**src/clk_cfg_pkg.sv**
```systemverilog
// Purpose: Constants for the clock configuration block
// Assumes: 25 MHz clk, Avalon-MM register slave
// Notes: Registers sit at their printed byte offsets
package clk_cfg_pkg;
  localparam int ADDR_W = 8;
  localparam logic [7:0] OFF_SETUP_A = 8'h06;
  localparam logic [7:0] OFF_SETUP_B = 8'h08;
  localparam logic [7:0] OFF_SETUP_C = 8'h0A;
  localparam logic [7:0] OFF_SETUP_D = 8'h0C;
  localparam logic [7:0] OFF_MULT = 8'h0E;
  localparam logic [7:0] OFF_DUMMY = 8'h10;
  localparam logic [7:0] OFF_SRC_DIV = 8'h12;
  localparam logic [7:0] OFF_PREDIV = 8'h04;
  localparam logic [7:0] OFF_SLEEP = 8'h56;
  localparam logic [7:0] OFF_IRQ_STAT = 8'h70;
  localparam logic [7:0] OFF_IRQ_MASK = 8'h74;
  localparam logic [7:0] RST_REG = 8'h00;
  localparam logic [7:0] RST_PREDIV = 8'h00;
  localparam logic [7:0] SETUP_A_VAL = 8'hF8;
  localparam logic [7:0] SETUP_B_VAL = 8'h80;
  localparam logic [7:0] SETUP_C_VAL = 8'h28;
  localparam logic [7:0] SETUP_D_VAL = 8'h00;
  localparam int SRC_BIT = 0;
  localparam int DIV_LSB = 3;
  localparam int MULT_W = 7;
  localparam int SLEEP_BIT = 1;
  localparam int LOCK_BIT = 7;
  localparam int IRQ_LOCK = 0;
  localparam int IRQ_UNLOCK = 1;
  localparam int CLK_HZ = 25000000;
  localparam int SETTLE_MS = 10;
  localparam int SETTLE_CYC = CLK_HZ / 1000 * SETTLE_MS;
  typedef enum logic [1:0] {
    PLL_OFF = 2'b00,
    PLL_SETTLE = 2'b01,
    PLL_LOCKED = 2'b11
  } pll_state_t;
endpackage : clk_cfg_pkg

```
**src/clk_cfg.sv**
```systemverilog
// Purpose: PLL setup registers, system clock select, panel clock divider
// Assumes: Avalon-MM slave, PLL modelled as a settling timer
// Notes: Panel clock is produced as a registered output of clk, 50/50 for even ratios only
`timescale 1ns/100ps
module clk_cfg #(
  parameter int SETTLE_CYCLES = clk_cfg_pkg::SETTLE_CYC
) (
  input wire logic clk,
  input wire logic resetn,
  input wire logic [clk_cfg_pkg::ADDR_W-1:0] avs_address,
  input wire logic avs_read,
  input wire logic avs_write,
  input wire logic [31:0] avs_writedata,
  input wire logic [3:0] avs_byteenable,
  output logic [31:0] avs_readdata,
  output logic avs_waitrequest,
  output logic sys_clk_sel_pll,
  output logic [6:0] pll_mult,
  output logic pll_active,
  output logic pll_locked,
  output logic panel_clk,
  output logic mem_access_ok,
  output logic irq
);
  import clk_cfg_pkg::*;

  ////////////////////////////////////////////////////////////////////////////
  logic rst_s1;
  logic rst_n;
  always_ff @(posedge clk or negedge resetn) begin
    if (!resetn) begin
      rst_s1 <= 1'b0;
      rst_n <= 1'b0;
    end else begin
      rst_s1 <= 1'b1;
      rst_n <= rst_s1;
    end
  end

  ////////////////////////////////////////////////////////////////////////////
  // Bus: one wait cycle per access, answer in the second cycle
  logic ack_reg;
  logic req;
  logic wr_en;
  logic rd_en;
  assign req = avs_read | avs_write;
  // Write lands only at the edge where the master sees waitrequest low
  assign wr_en = avs_write & ack_reg & avs_byteenable[0];
  assign rd_en = avs_read & ~ack_reg;

  always_ff @(posedge clk or negedge rst_n) begin
    if (!rst_n) begin
      ack_reg <= 1'b0;
    end else begin
      ack_reg <= req & ~ack_reg;
    end
  end

  always_ff @(posedge clk or negedge rst_n) begin
    if (!rst_n) begin
      avs_waitrequest <= 1'b1;
    end else begin
      avs_waitrequest <= ~(req & ~ack_reg);
    end
  end

  ////////////////////////////////////////////////////////////////////////////
  logic [7:0] setup_a_reg;
  logic [7:0] setup_b_reg;
  logic [7:0] setup_c_reg;
  logic [7:0] setup_d_reg;
  logic [7:0] mult_reg;
  logic [7:0] src_div_reg;
  logic [5:0] prediv_reg;
  logic sleep_reg;
  logic [1:0] irq_mask_reg;
  logic [1:0] irq_stat_reg;
  logic [7:0] wbyte;
  assign wbyte = avs_writedata[7:0];

  // Setup values are software's duty; the block stores them as written
  always_ff @(posedge clk or negedge rst_n) begin
    if (!rst_n) begin
      setup_a_reg <= RST_REG;
      setup_b_reg <= RST_REG;
      setup_c_reg <= RST_REG;
      setup_d_reg <= RST_REG;
    end else if (wr_en) begin
      if (avs_address == OFF_SETUP_A) setup_a_reg <= wbyte;
      if (avs_address == OFF_SETUP_B) setup_b_reg <= wbyte;
      if (avs_address == OFF_SETUP_C) setup_c_reg <= wbyte;
      if (avs_address == OFF_SETUP_D) setup_d_reg <= wbyte;
    end
  end

  always_ff @(posedge clk or negedge rst_n) begin
    if (!rst_n) begin
      mult_reg <= RST_REG;
      src_div_reg <= RST_REG;
      prediv_reg <= RST_PREDIV[5:0];
      sleep_reg <= 1'b0;
      irq_mask_reg <= 2'b00;
    end else if (wr_en) begin
      // Dummy slot is decoded but stores nothing
      if (avs_address == OFF_MULT) mult_reg <= {1'b0, wbyte[6:0]};
      if (avs_address == OFF_SRC_DIV) src_div_reg <= {wbyte[7:3], 2'b00,
                                                      wbyte[SRC_BIT]};
      if (avs_address == OFF_PREDIV) prediv_reg <= wbyte[5:0];
      if (avs_address == OFF_SLEEP) sleep_reg <= wbyte[SLEEP_BIT];
      if (avs_address == OFF_IRQ_MASK) irq_mask_reg <= wbyte[1:0];
    end
  end

  ////////////////////////////////////////////////////////////////////////////
  // PLL settle model
  pll_state_t pll_state_reg;
  logic [31:0] settle_cnt_reg;
  logic lock_rise;
  logic lock_fall;

  always_ff @(posedge clk or negedge rst_n) begin
    if (!rst_n) begin
      pll_state_reg <= PLL_OFF;
      settle_cnt_reg <= 32'h00000000;
    end else if (sleep_reg) begin
      pll_state_reg <= PLL_OFF;
      settle_cnt_reg <= 32'h00000000;
    end else begin
      unique case (pll_state_reg)
        PLL_OFF: begin
          pll_state_reg <= PLL_SETTLE;
          settle_cnt_reg <= 32'h00000000;
        end
        PLL_SETTLE: begin
          if (settle_cnt_reg == 32'(SETTLE_CYCLES - 1)) begin
            pll_state_reg <= PLL_LOCKED;
          end
          settle_cnt_reg <= settle_cnt_reg + 32'h00000001;
        end
        PLL_LOCKED: begin
          pll_state_reg <= PLL_LOCKED;
        end
        default: begin
          pll_state_reg <= PLL_OFF;
        end
      endcase
    end
  end

  logic locked_now;
  logic locked_d_reg;
  assign locked_now = (pll_state_reg == PLL_LOCKED);
  assign lock_rise = locked_now & ~locked_d_reg;
  assign lock_fall = ~locked_now & locked_d_reg;

  always_ff @(posedge clk or negedge rst_n) begin
    if (!rst_n) begin
      locked_d_reg <= 1'b0;
      pll_locked <= 1'b0;
      mem_access_ok <= 1'b0;
      pll_active <= 1'b0;
      pll_mult <= 7'h00;
    end else begin
      locked_d_reg <= locked_now;
      pll_locked <= locked_now;
      // Effective source, so a pending switch cannot open memory early
      mem_access_ok <= locked_now | ~sys_clk_sel_pll;
      pll_active <= ~sleep_reg;
      pll_mult <= mult_reg[MULT_W-1:0];
    end
  end

  ////////////////////////////////////////////////////////////////////////////
  // Source switch only on a panel clock period boundary to avoid runts
  logic [4:0] div_cnt_reg;
  logic [4:0] div_live_reg;
  logic [5:0] ratio;
  logic [5:0] half_pos;
  logic [5:0] cnt_x2;
  assign ratio = {1'b0, div_live_reg} + 6'h01;
  assign half_pos = ratio;
  assign cnt_x2 = {div_cnt_reg, 1'b0};

  always_ff @(posedge clk or negedge rst_n) begin
    if (!rst_n) begin
      div_cnt_reg <= 5'h00;
      div_live_reg <= 5'h01;
      sys_clk_sel_pll <= 1'b0;
    end else if (div_cnt_reg >= div_live_reg) begin
      div_cnt_reg <= 5'h00;
      // Reserved zero keeps the previous ratio
      if (src_div_reg[7:3] != 5'h00) begin
        div_live_reg <= src_div_reg[7:3];
      end
      sys_clk_sel_pll <= src_div_reg[SRC_BIT];
    end else begin
      div_cnt_reg <= div_cnt_reg + 5'h01;
    end
  end

  // Odd ratios: high for the first half, rounded up so high is one clk
  // longer than low; a flop output cannot split a cycle, so odd ratios differ
  // by one clk at most
  always_ff @(posedge clk or negedge rst_n) begin
    if (!rst_n) begin
      panel_clk <= 1'b0;
    end else begin
      panel_clk <= (cnt_x2 < half_pos);
    end
  end

  ////////////////////////////////////////////////////////////////////////////
  // Interrupts: set wins over write-one-to-clear
  logic [1:0] irq_set;
  logic [1:0] irq_clr;
  assign irq_set = {lock_fall, lock_rise};
  assign irq_clr = (wr_en && avs_address == OFF_IRQ_STAT) ? wbyte[1:0] :
                   2'b00;
  always_ff @(posedge clk or negedge rst_n) begin
    if (!rst_n) begin
      irq_stat_reg <= 2'b00;
      irq <= 1'b0;
    end else begin
      irq_stat_reg <= (irq_stat_reg & ~irq_clr) | irq_set;
      irq <= |(irq_stat_reg & irq_mask_reg);
    end
  end

  ////////////////////////////////////////////////////////////////////////////
  logic [7:0] rmux;
  always_comb begin
    rmux = 8'h00;
    unique case (avs_address)
      OFF_SETUP_A: rmux = setup_a_reg;
      OFF_SETUP_B: rmux = setup_b_reg;
      OFF_SETUP_C: rmux = setup_c_reg;
      OFF_SETUP_D: rmux = setup_d_reg;
      OFF_MULT: rmux = mult_reg;
      OFF_DUMMY: rmux = 8'h00;
      OFF_SRC_DIV: rmux = src_div_reg;
      OFF_PREDIV: rmux = {locked_now, 1'b0, prediv_reg};
      OFF_SLEEP: rmux = {6'h00, sleep_reg, 1'b0};
      OFF_IRQ_STAT: rmux = {6'h00, irq_stat_reg};
      OFF_IRQ_MASK: rmux = {6'h00, irq_mask_reg};
      default: rmux = 8'h00;
    endcase
  end

  always_ff @(posedge clk or negedge rst_n) begin
    if (!rst_n) begin
      avs_readdata <= 32'h00000000;
    end else if (rd_en) begin
      avs_readdata <= {24'h000000, rmux};
    end
  end
endmodule : clk_cfg

```
**config.mk**
```make
export PLATFORM = sky130hd
export DESIGN_NAME = clk_cfg
export DESIGN_NICKNAME = d
export VERILOG_FILES = /design/src/clk_cfg_pkg.sv /design/src/clk_cfg.sv
export SDC_FILE = /design/constraint.sdc
export NUM_CORES = 1
export LEC_CHECK = 0
export BUFFER_PORTS_ARGS = -buffer_cell sky130_fd_sc_hd__clkbuf_2
export CORE_MARGIN = 2
export CORE_UTILIZATION = 35
export DETAILED_ROUTE_END_ITERATION = 10
export GPL_ROUTABILITY_DRIVEN = 0
export PLACE_DENSITY = 0.57
export SLEW_MARGIN = 20
export SYNTH_ARGS = -nofsm -noshare
export SYNTH_HDL_FRONTEND = slang
export SYNTH_SLANG_ARGS = --single-unit
```
**constraint.sdc**
```tcl
create_clock -name clk -period 4.09 [get_ports clk]
set_input_delay 0.409 -clock clk [delete_from_list [all_inputs] [get_ports clk]]
set_output_delay 0.409 -clock clk [all_outputs]
set_load 0.005 [all_outputs]
```
After elaboration in Yosys (flattened, before gate mapping) --
Cells that the tools add are included.
Cells by class: order comparisons 2, bitwise gates (word level) 18, muxes and demuxes 8, $add $sub $neg 3, reductions and logical operators 15, equality and inequality tests 14
Operator list (count):
- $pmux 8 s10 | 1
- $pmux 32 s2 | 1
- $add 32x1->32 const B | 1
- $eq 32x18->1 const B | 1
- $eq 8x4->1 const B | 4
- $mux 32 | 1
- $eq 8x7->1 const B | 3
- $reduce_and 2->1 | 10
- $eq 8x3->1 const B | 2
- $eq 8x5->1 const B | 1
- $add 5x1->6 const B | 1
- $and 1x1->1 | 6
- $lt 6x6->1 | 1
- $mux 2 | 3
- $not 1->1 | 6
- $pmux 2 s3 | 1
- $add 5x1->5 const B | 1
- $ge 5x5->1 | 1
- $mux 5 | 1
- $reduce_bool 5->1 | 1
- $and 2x2->2 | 2
- $ne 3x3->1 const B | 1
- $reduce_bool 3->1 | 1
- $eq 2x1->1 const B | 1
- 7 further kinds | 8
Storage, ports and cells: register bits 125, word-level logic and storage cells 86, input port bits 48, output and inout port bits 46

Depth between registers and ports, before layout --
Gate-level depths: netlist of run 1.
depth in word-level cells 7, mapped depth 8, gate-level depth less buffers 7

Worst setup path before layout of run 1 --
Ideal clock, no wire load.
path type in2reg, start input avs_address[5] (netlist name), end register setup_b_reg[0], data arrival time 1.894 ns, data required time 3.965 ns, stages on the path 4, buffers on the path 1, setup time 0.125 ns, slack 2.072 ns, cell sequence or4_4 > clkbuf_8 > nor4b_4 > mux2_2
Between the ends: longest elaborated chain between the ends 2
Ends and longest elaborated chain:
- from (decl) | line clk_cfg.sv:10 | input wire logic [clk_cfg_pkg::ADDR_W-1:0] avs_address,
- $eq 8x4->1 | line clk_cfg.sv:90 | if (avs_address == OFF_SETUP_B) setup_b_reg <= wbyte;
- $reduce_and 2->1 (no source line)
- to (signal assigned) | line clk_cfg.sv:90
- to (decl) | line clk_cfg.sv:69 | logic [7:0] setup_b_reg;
Every way passes these cells. A chain may end at the register's enable or synchronous reset.

Final worst setup path of run 1 --
start register settle_cnt_reg[5], end register settle_cnt_reg[15]
Between the ends: longest elaborated chain between the ends 3
Ends and longest elaborated chain:
- from (decl) | line clk_cfg.sv:117 | logic [31:0] settle_cnt_reg;
- from (signal assigned) | line clk_cfg.sv:138 | settle_cnt_reg <= settle_cnt_reg + 32'h00000001;
- $add 32x1->32 | line clk_cfg.sv:138
- $pmux 32 s2 | line clk_cfg.sv:129 | unique case (pll_state_reg)
- $mux 32 | line clk_cfg.sv:125 | end else if (sleep_reg) begin
Every way passes these cells.

==> reports/metrics.yaml, run 1 <==
outcome:
  status: "completed"
setup_path:
  cp_slowest_cell: "nor3_2"
  path_cells: "nand4_1, nor3_2, and2_0, a211oi_1, a311o_1"
  end_kind: "flop"
  rrSetupSlack_ps: 1860
  path_buf_inv: 0
  r2r_cells: 5
  cpPeakStageDelay_ps: 590
  start_kind: "flop"
  timing.rr.start: "settle_cnt_reg[5]$_DFFE_PN0P_"
  worst_r2r_endpoint: "settle_cnt_reg[15]$_DFFE_PN0P_"
  critical_path_class: "flop to flop"
  required_ps: 4390
  cpLargestDelayFamily: "simple AND/OR/NAND/NOR gates"
  arrival_ps: 2530
  crit_fanout: 10
synthesis:
  syn_area_um2: 6320
  async_flop_share_pct: 100.0
  syn_inst: 588
  synth_ff_type: "dfrtp_1"
  ys.warnings.count: 0
  yosysSeqAreaShare_pct: 49.53
  synthAdderAreaFrac_pct: 2.178
  yosysUniqueCellTypes: 62
  syn_avg_cell_area_um2: 10.75
  synth-edff-count: 0
  muxShareOfSynthArea_pct: 14.83
  yosys.area_share.simple_pct: 15.30
  synth_xor_area_share_pct: 0.8315
  synth-compound-area-share_pct: 11.30
  synth_top_cell_by_area: "dfrtp_1"
  synth.area.top_cells: "dfrtp_1 49%, mux2_2 13%, o21ai_0 3.3%"
  synth_top_cell_area_share_pct: 48.70
  ys_seq_elements: 125
  synth_top_family_by_area: "simple AND/OR/NAND/NOR gates"
power:
  vdd_drop_max_mv: 0.5223
  p_leak_nw: 3.314
  power_density_nw_per_um2: 416.7
  total_power_mw: 3.010
clock_network:
  cts.sinks: 125
  clockBufferDepth: 2
  cts_setup_buffers: 0
  clk_latency_ps: 420
  clkTransAtPathRegs_ps: 60
  cts_buffers: 17
  htree_levels: 4
  post_cts_resized: 0
  cts_tree: "built"
  cts_root_buffer: "clkbuf_16"
cells_and_area:
  final_nets: 682
  mostFrequentLayoutCells: "122 x dfrtp_1, 75 x mux2_2, 45 x nand2_1"
  area_growth_pct: 14.27
  largest_reg_flops: 32
  final_common_cell: "dfrtp_1"
  drive_gt1_share_pct: 26.10
  diodes: 0
  fillers: 1723
die:
  initial_core_util_pct: 35.42
  coreArea_um2: 17840
  io_pins: 94
  dieHeight_um: 138.4
  row_count: 49
  die_w_um: 138.4
  die_area_um2: 19150
sta:
  setup_tns_ps: 0
  worst_pin_slew_ps: 1083
  setup_slack_ps: 1859
  hold_violations: 0
  finalCritPeriodShare_pct: 54.55
  fin_crit_ps: 2231
  rsz0062_at_grt: "no"
  drv_slew: 0
  slew_headroom_pct: 27.65
  skew_ps: 7.322
  maxClockFrequency_mhz: 448.2
  setup_viol: 0
grt:
  grt_overflow_total: 0
  grt_pass1_wl_um: 24270
  grt_pass1_vias: 4716
  antenna_found_initial: 0
  grt_max_degree: 124
  grtUsageTotal_pct: 15.74
route:
  dr.pass1.iters: 7
  drt_wl_total_um: 14360
  drt_iter0_markers: 284
  vias: 4593
  ant_nets: 0
  drc: 0
  wl_per_cell_um: 16.60
  via_per_inst: 5.310
job:
  drv_cap: 0
hold_path:
  hold_class: "input port to async pin"
placement:
  portBuffers: 42
  dp_worst_setup_slack_ps: 1456
  hpwl_um: 9702
worst reg2reg max path, cell delays in order, from the launching register on:
cell      delay [ps]
dfrtp_1          450
nand4_1          230
nor3_2           590
and2_0           420
a211oi_1         130
a311o_1          290
per-stage QoR:
step	instances	util (%)	cell area, um2	hold slack (ps)
2_1_floorplan	611	-	6406	113.4
3_3_place_gp	832	37.16	6629	196.4
3_5_place_dp	832	37.16	6629	199.1
4_1_cts	865	40.48	7222	299.0
5_1_grt	865	40.48	7222	311.3
6_report	865	40.48	7222	311.6
synth_stat cells (all sizes together) (7+ instances only):
library cell  number
nand4             11
a31oi             16
nor4              10
nor3               9
dfrtp            123
nand3             23
buf               35
o21ai             42
and4               7
mux2i              7
mux2              75
inv               16
a21oi             14
ha                11
clkbuf            18
nand2             45
nor2              41
layer usage:
metal / vias up / routed length [um] / GRT usage [%]
met5: - / 0 / 0
met4: 0 / 226 / 5.693
met3: 18 / 548 / 3.776
met2: 100 / 7311 / 26.45
met1: 2297 / 6277 / 19.84
li1: 2178 / - / -
worst max path at each step:
| stage | endpoint | slack [ps] | start | cells past startpoint |
|---|---|---|---|---|
| floorplan | ack_reg$_DFF_PN0_ | 350 | rst_n$_DFF_PN0_ | 0 |
| global placement | setup_b_reg[0]$_DFFE_PN0P_ | 1520 | avs_address[1] | 4 |
| detailed placement | setup_b_reg[7]$_DFFE_PN0P_ | 1460 | avs_address[1] | 4 |
| CTS | settle_cnt_reg[26]$_DFFE_PN0P_ | 1860 | settle_cnt_reg[0]$_DFFE_PN0P_ | 6 |
| global route | settle_cnt_reg[26]$_DFFE_PN0P_ | 1560 | settle_cnt_reg[0]$_DFFE_PN0P_ | 6 |
| finish | settle_cnt_reg[15]$_DFFE_PN0P_ | 1860 | settle_cnt_reg[5]$_DFFE_PN0P_ | 5 |
where the power goes:
part           switching, mW  internal (mW)  total (mW)
Combinational          0.119         0.0785       0.198
Clock                  0.589          0.904        1.49
Sequential            0.0397           1.28        1.32
area by class of cell:
type | count | area [um2] | share of cell area, %
Multi-Input combinational cell | 417 | 2903 | 40.19
Sequential cell | 125 | 3134 | 43.40
Inverter | 16 | 60.06 | 0.8316
Clock inverter | 15 | 157.7 | 2.183
Timing Repair Buffer | 46 | 255.2 | 3.534
Clock buffer | 17 | 425.4 | 5.891
Tap cell | 229 | 286.5 | 3.967
what timing repair did:
action	4_1_cts	5_1_grt
setup endpoints to repair	0	0
endpoints found under the hold margin	2	0
hold buffers	1	0
logic make-up after synthesis:
kind of cell	count (synthesis)
AOI/OAI and AO/OA	112
xor gates and xnor gates	6
adders and majority gates	11
buffers and inverters	69
DFF	125
muxes	83
other	2
and+or+nand+nor	180
Note: power is estimated with default switching activity, not from simulation.
==> inputs of run 2 (changes only) <==
Settings changed: PLACE_DENSITY 0.57 to 0.59.
Clock period 4.09 ns to 2 ns, I/O delays scaled along.
==> run 2 against run 1 <==
Global-route usage rose by 0.61 points. Die area did not move. Critical path depth did not move. Sequential share of layout area fell by 2.2 points. Via count rose by 4.3%. Cell area grew 5.2%. Clock power rose by 89%. Cell count rose by 5.9%. Critical path type unchanged. Highest routed layer unchanged.
==> reports/metrics.yaml, run 2 (synthesis results as in run 1) <==
cells_and_area:
  fillers: 1723  # unchanged
  mostFrequentLayoutCells: "122 x dfrtp_1, 75 x mux2_2, 52 x buf_4"  # was 122 x dfrtp_1, 75 x mux2_2, 45 x nand2_1
  largest_reg_flops: 32  # unchanged
  diodes: 0  # unchanged
  multi_input_area_um2: 2924  # was 2903 um2
  regArea_um2: 3134  # unchanged
  final_common_cell: "dfrtp_1"  # unchanged
  finalNonFillerCells: 916  # was 865
  drive_gt1_share_pct: 31.88  # was 26.10%
  area_growth_pct: 20.27  # was 14.27%
  final_nets: 733  # was 682
grt:
  grt_pass1_vias: 4940  # was 4716
  antenna_found_initial: 0  # unchanged
  met1_usage_pct: 20.04  # was 19.84%
  grt_pass1_wl_um: 25200  # was 24270 um
  grt_most_used_layer: "met2"  # unchanged
  met2_usage_pct: 28.01  # was 26.45%
  grt_max_degree: 41  # was 124
  use_met3_pct: 4.538  # was 3.776%
  grtUsageTotal_pct: 16.35  # was 15.74%
  grt_overflow_total: 0  # unchanged
setup_path:
  critPathMostFrequentCell: "nand3_1"
  path_cells: "nand4_1, nor4_1, nand3_1, or4_1, nand3_1"  # was nand4_1, nor3_2, and2_0, a211oi_1, a311o_1
  start_kind: "flop"  # unchanged
  end_kind: "flop"  # unchanged
  cpLargestDelayFamily: "simple AND/OR/NAND/NOR gates"  # unchanged
  cp_slowest_cell: "or4_1"  # was nor3_2
  critical_path_class: "flop to flop"  # unchanged
  path_buf_inv: 0  # unchanged
  timing.rr.start: "settle_cnt_reg[16]$_DFFE_PN0P_"  # was settle_cnt_reg[5]$_DFFE_PN0P_
  crit_start: "settle_cnt_reg[16]$_DFFE_PN0P_"  # was settle_cnt_reg[5]$_DFFE_PN0P_
  required_ps: 2350  # was 4390 ps
  cpPeakStageDelay_ps: 540  # was 590 ps
  arrival_ps: 2240  # was 2530 ps
  crit_fanout: 5  # was 10
power:
  p_leak_nw: 3.557  # was 3.314 nW
  power_frac_comb_pct: 7.8  # was 6.6%
  power_density_nw_per_um2: 787.1  # was 416.7 nW/um2
  p_seq_share_pct: 45.1  # was 43.8%
  power.share.clock_pct: 47.2  # was 49.6%
  vdd_drop_max_mv: 0.5656  # was 0.5223 mV
  p_sw_mw: 1.510  # was 747.7 uW
  p_int_mw: 4.473  # was 2.262 mW
  swShare_pct: 25.24  # was 24.84%
route:
  wl_per_cell_um: 16.42  # was 16.60 um
  dr.pass1.iters: 4  # was 7
  vias: 4791  # was 4593
  drc: 0  # unchanged
  via_per_inst: 5.230  # was 5.310
  drt_iter0_markers: 320  # was 284
  drt_wl_total_um: 15040  # was 14360 um
  ant_nets: 0  # unchanged
clock_network:
  clkTransAtPathRegs_ps: 60  # about the same
  cts_tree: "built"  # unchanged
  cts_root_buffer: "clkbuf_16"  # unchanged
  clockBufferDepth: 2  # unchanged
  cts.sinks: 125  # unchanged
  clk_latency_ps: 420  # about the same
  htree_levels: 4  # unchanged
  cts_buffers: 17  # unchanged
placement:
  portBuffers: 42  # unchanged
  place_inst: 883  # was 832
  hpwl_um: 10880  # was 9702 um
hold_path:
  hold_start: "avs_writedata[2]"
  hold_class: "input port to flop"  # was input port to async pin
sta:
  slew_headroom_pct: 58.79  # was 27.65%
  drv_slew: 0  # unchanged
  maxClockFrequency_mhz: 531.1  # was 448.2 MHz
  hold_violations: 0  # unchanged
  finalCritPeriodShare_pct: 94.14  # was 54.55%
  whs_ps: 83.28  # was 311.6 ps
  setup_tns_ps: 0  # unchanged
  setup_viol: 0  # unchanged
  skew_ps: 9.035  # was 7.322 ps
  fin_crit_ps: 1883  # was 2231 ps
  worst_pin_slew_ps: 618.2  # was 1083 ps
die:
  io_pins: 94  # unchanged
  die_area_um2: 19150  # unchanged
  die_w_um: 138.4  # unchanged
  row_count: 49  # unchanged
  coreArea_um2: 17840  # unchanged
  initial_core_util_pct: 35.42  # unchanged
  dieHeight_um: 138.4  # unchanged
job:
  drv_cap: 0  # unchanged
outcome:
  status: "completed"  # unchanged
-- run 2: final cells by class --
type                    instances  area share [%]
clock buffers                  20           6.008
clock inverters                12           1.169
inverters                      16          0.7901
multi-input cells             417           38.47
flip-flops and latches        125           41.23
well taps                     229           3.770
repair buffers                 97           8.560
-- run 2: repair_timing --
action | 4_1_cts | 5_1_grt
hold endpoints to repair | 2 | 0
hold buffers | 1 | 0
resized for setup | 0 | 5
setup endpoints to repair | 0 | 5
setup buffers | 0 | 0
-- run 2: metal layers --
metal / up-vias / wire length (um)
met2: 106 / 7606
met4: 0 / 197
met1: 2381 / 6622
li1: 2284 / -
met3: 20 / 611
met5: - / 0
-- run 2: power by group through the flow --
stage	Sequential, mW	Combinational (mW)	Clock, mW
after global routing	2.71	0.533	3.02
after detailed placement	2.75	0.464	0
after global placement	2.74	0.446	0
after floorplan	2.75	0.279	0
final	2.70	0.464	2.82
after CTS	2.70	0.470	2.89
-- run 2: through the flow --
step	utilization, %	instance area [um2]	power (mW)	worst slack, ps
floorplan	-	6410	3.032	190.6
global placement	39.37	7024	3.186	85.24
detailed placement	39.37	7024	3.209	31.42
CTS	42.49	7580	6.062	99.97
global route	42.60	7601	6.261	-49.57
finish	42.60	7601	5.983	117.3
-- run 2: path summary, 6_finish.rpt --
check	endpoint	slack (ps)	cells past startpoint
max	settle_cnt_reg[31]$_DFFE_PN0P_	120	5
min	mult_reg[2]$_DFFE_PN0P_	80	2
max reg2reg	settle_cnt_reg[31]$_DFFE_PN0P_	120	5
min reg2reg	pll_active$_DFF_PN0_	320	0
max in group asynchronous	div_live_reg[0]$_DFFE_PN1P_	1010	1
min in group asynchronous	rst_n$_DFF_PN0_	100	2
-- run 2: worst register-to-register path, delay by kind of cell, from the launching register on --
kind,cells,cell delay [ps]
DFF,1,410
and+or+nand+nor,5,1400
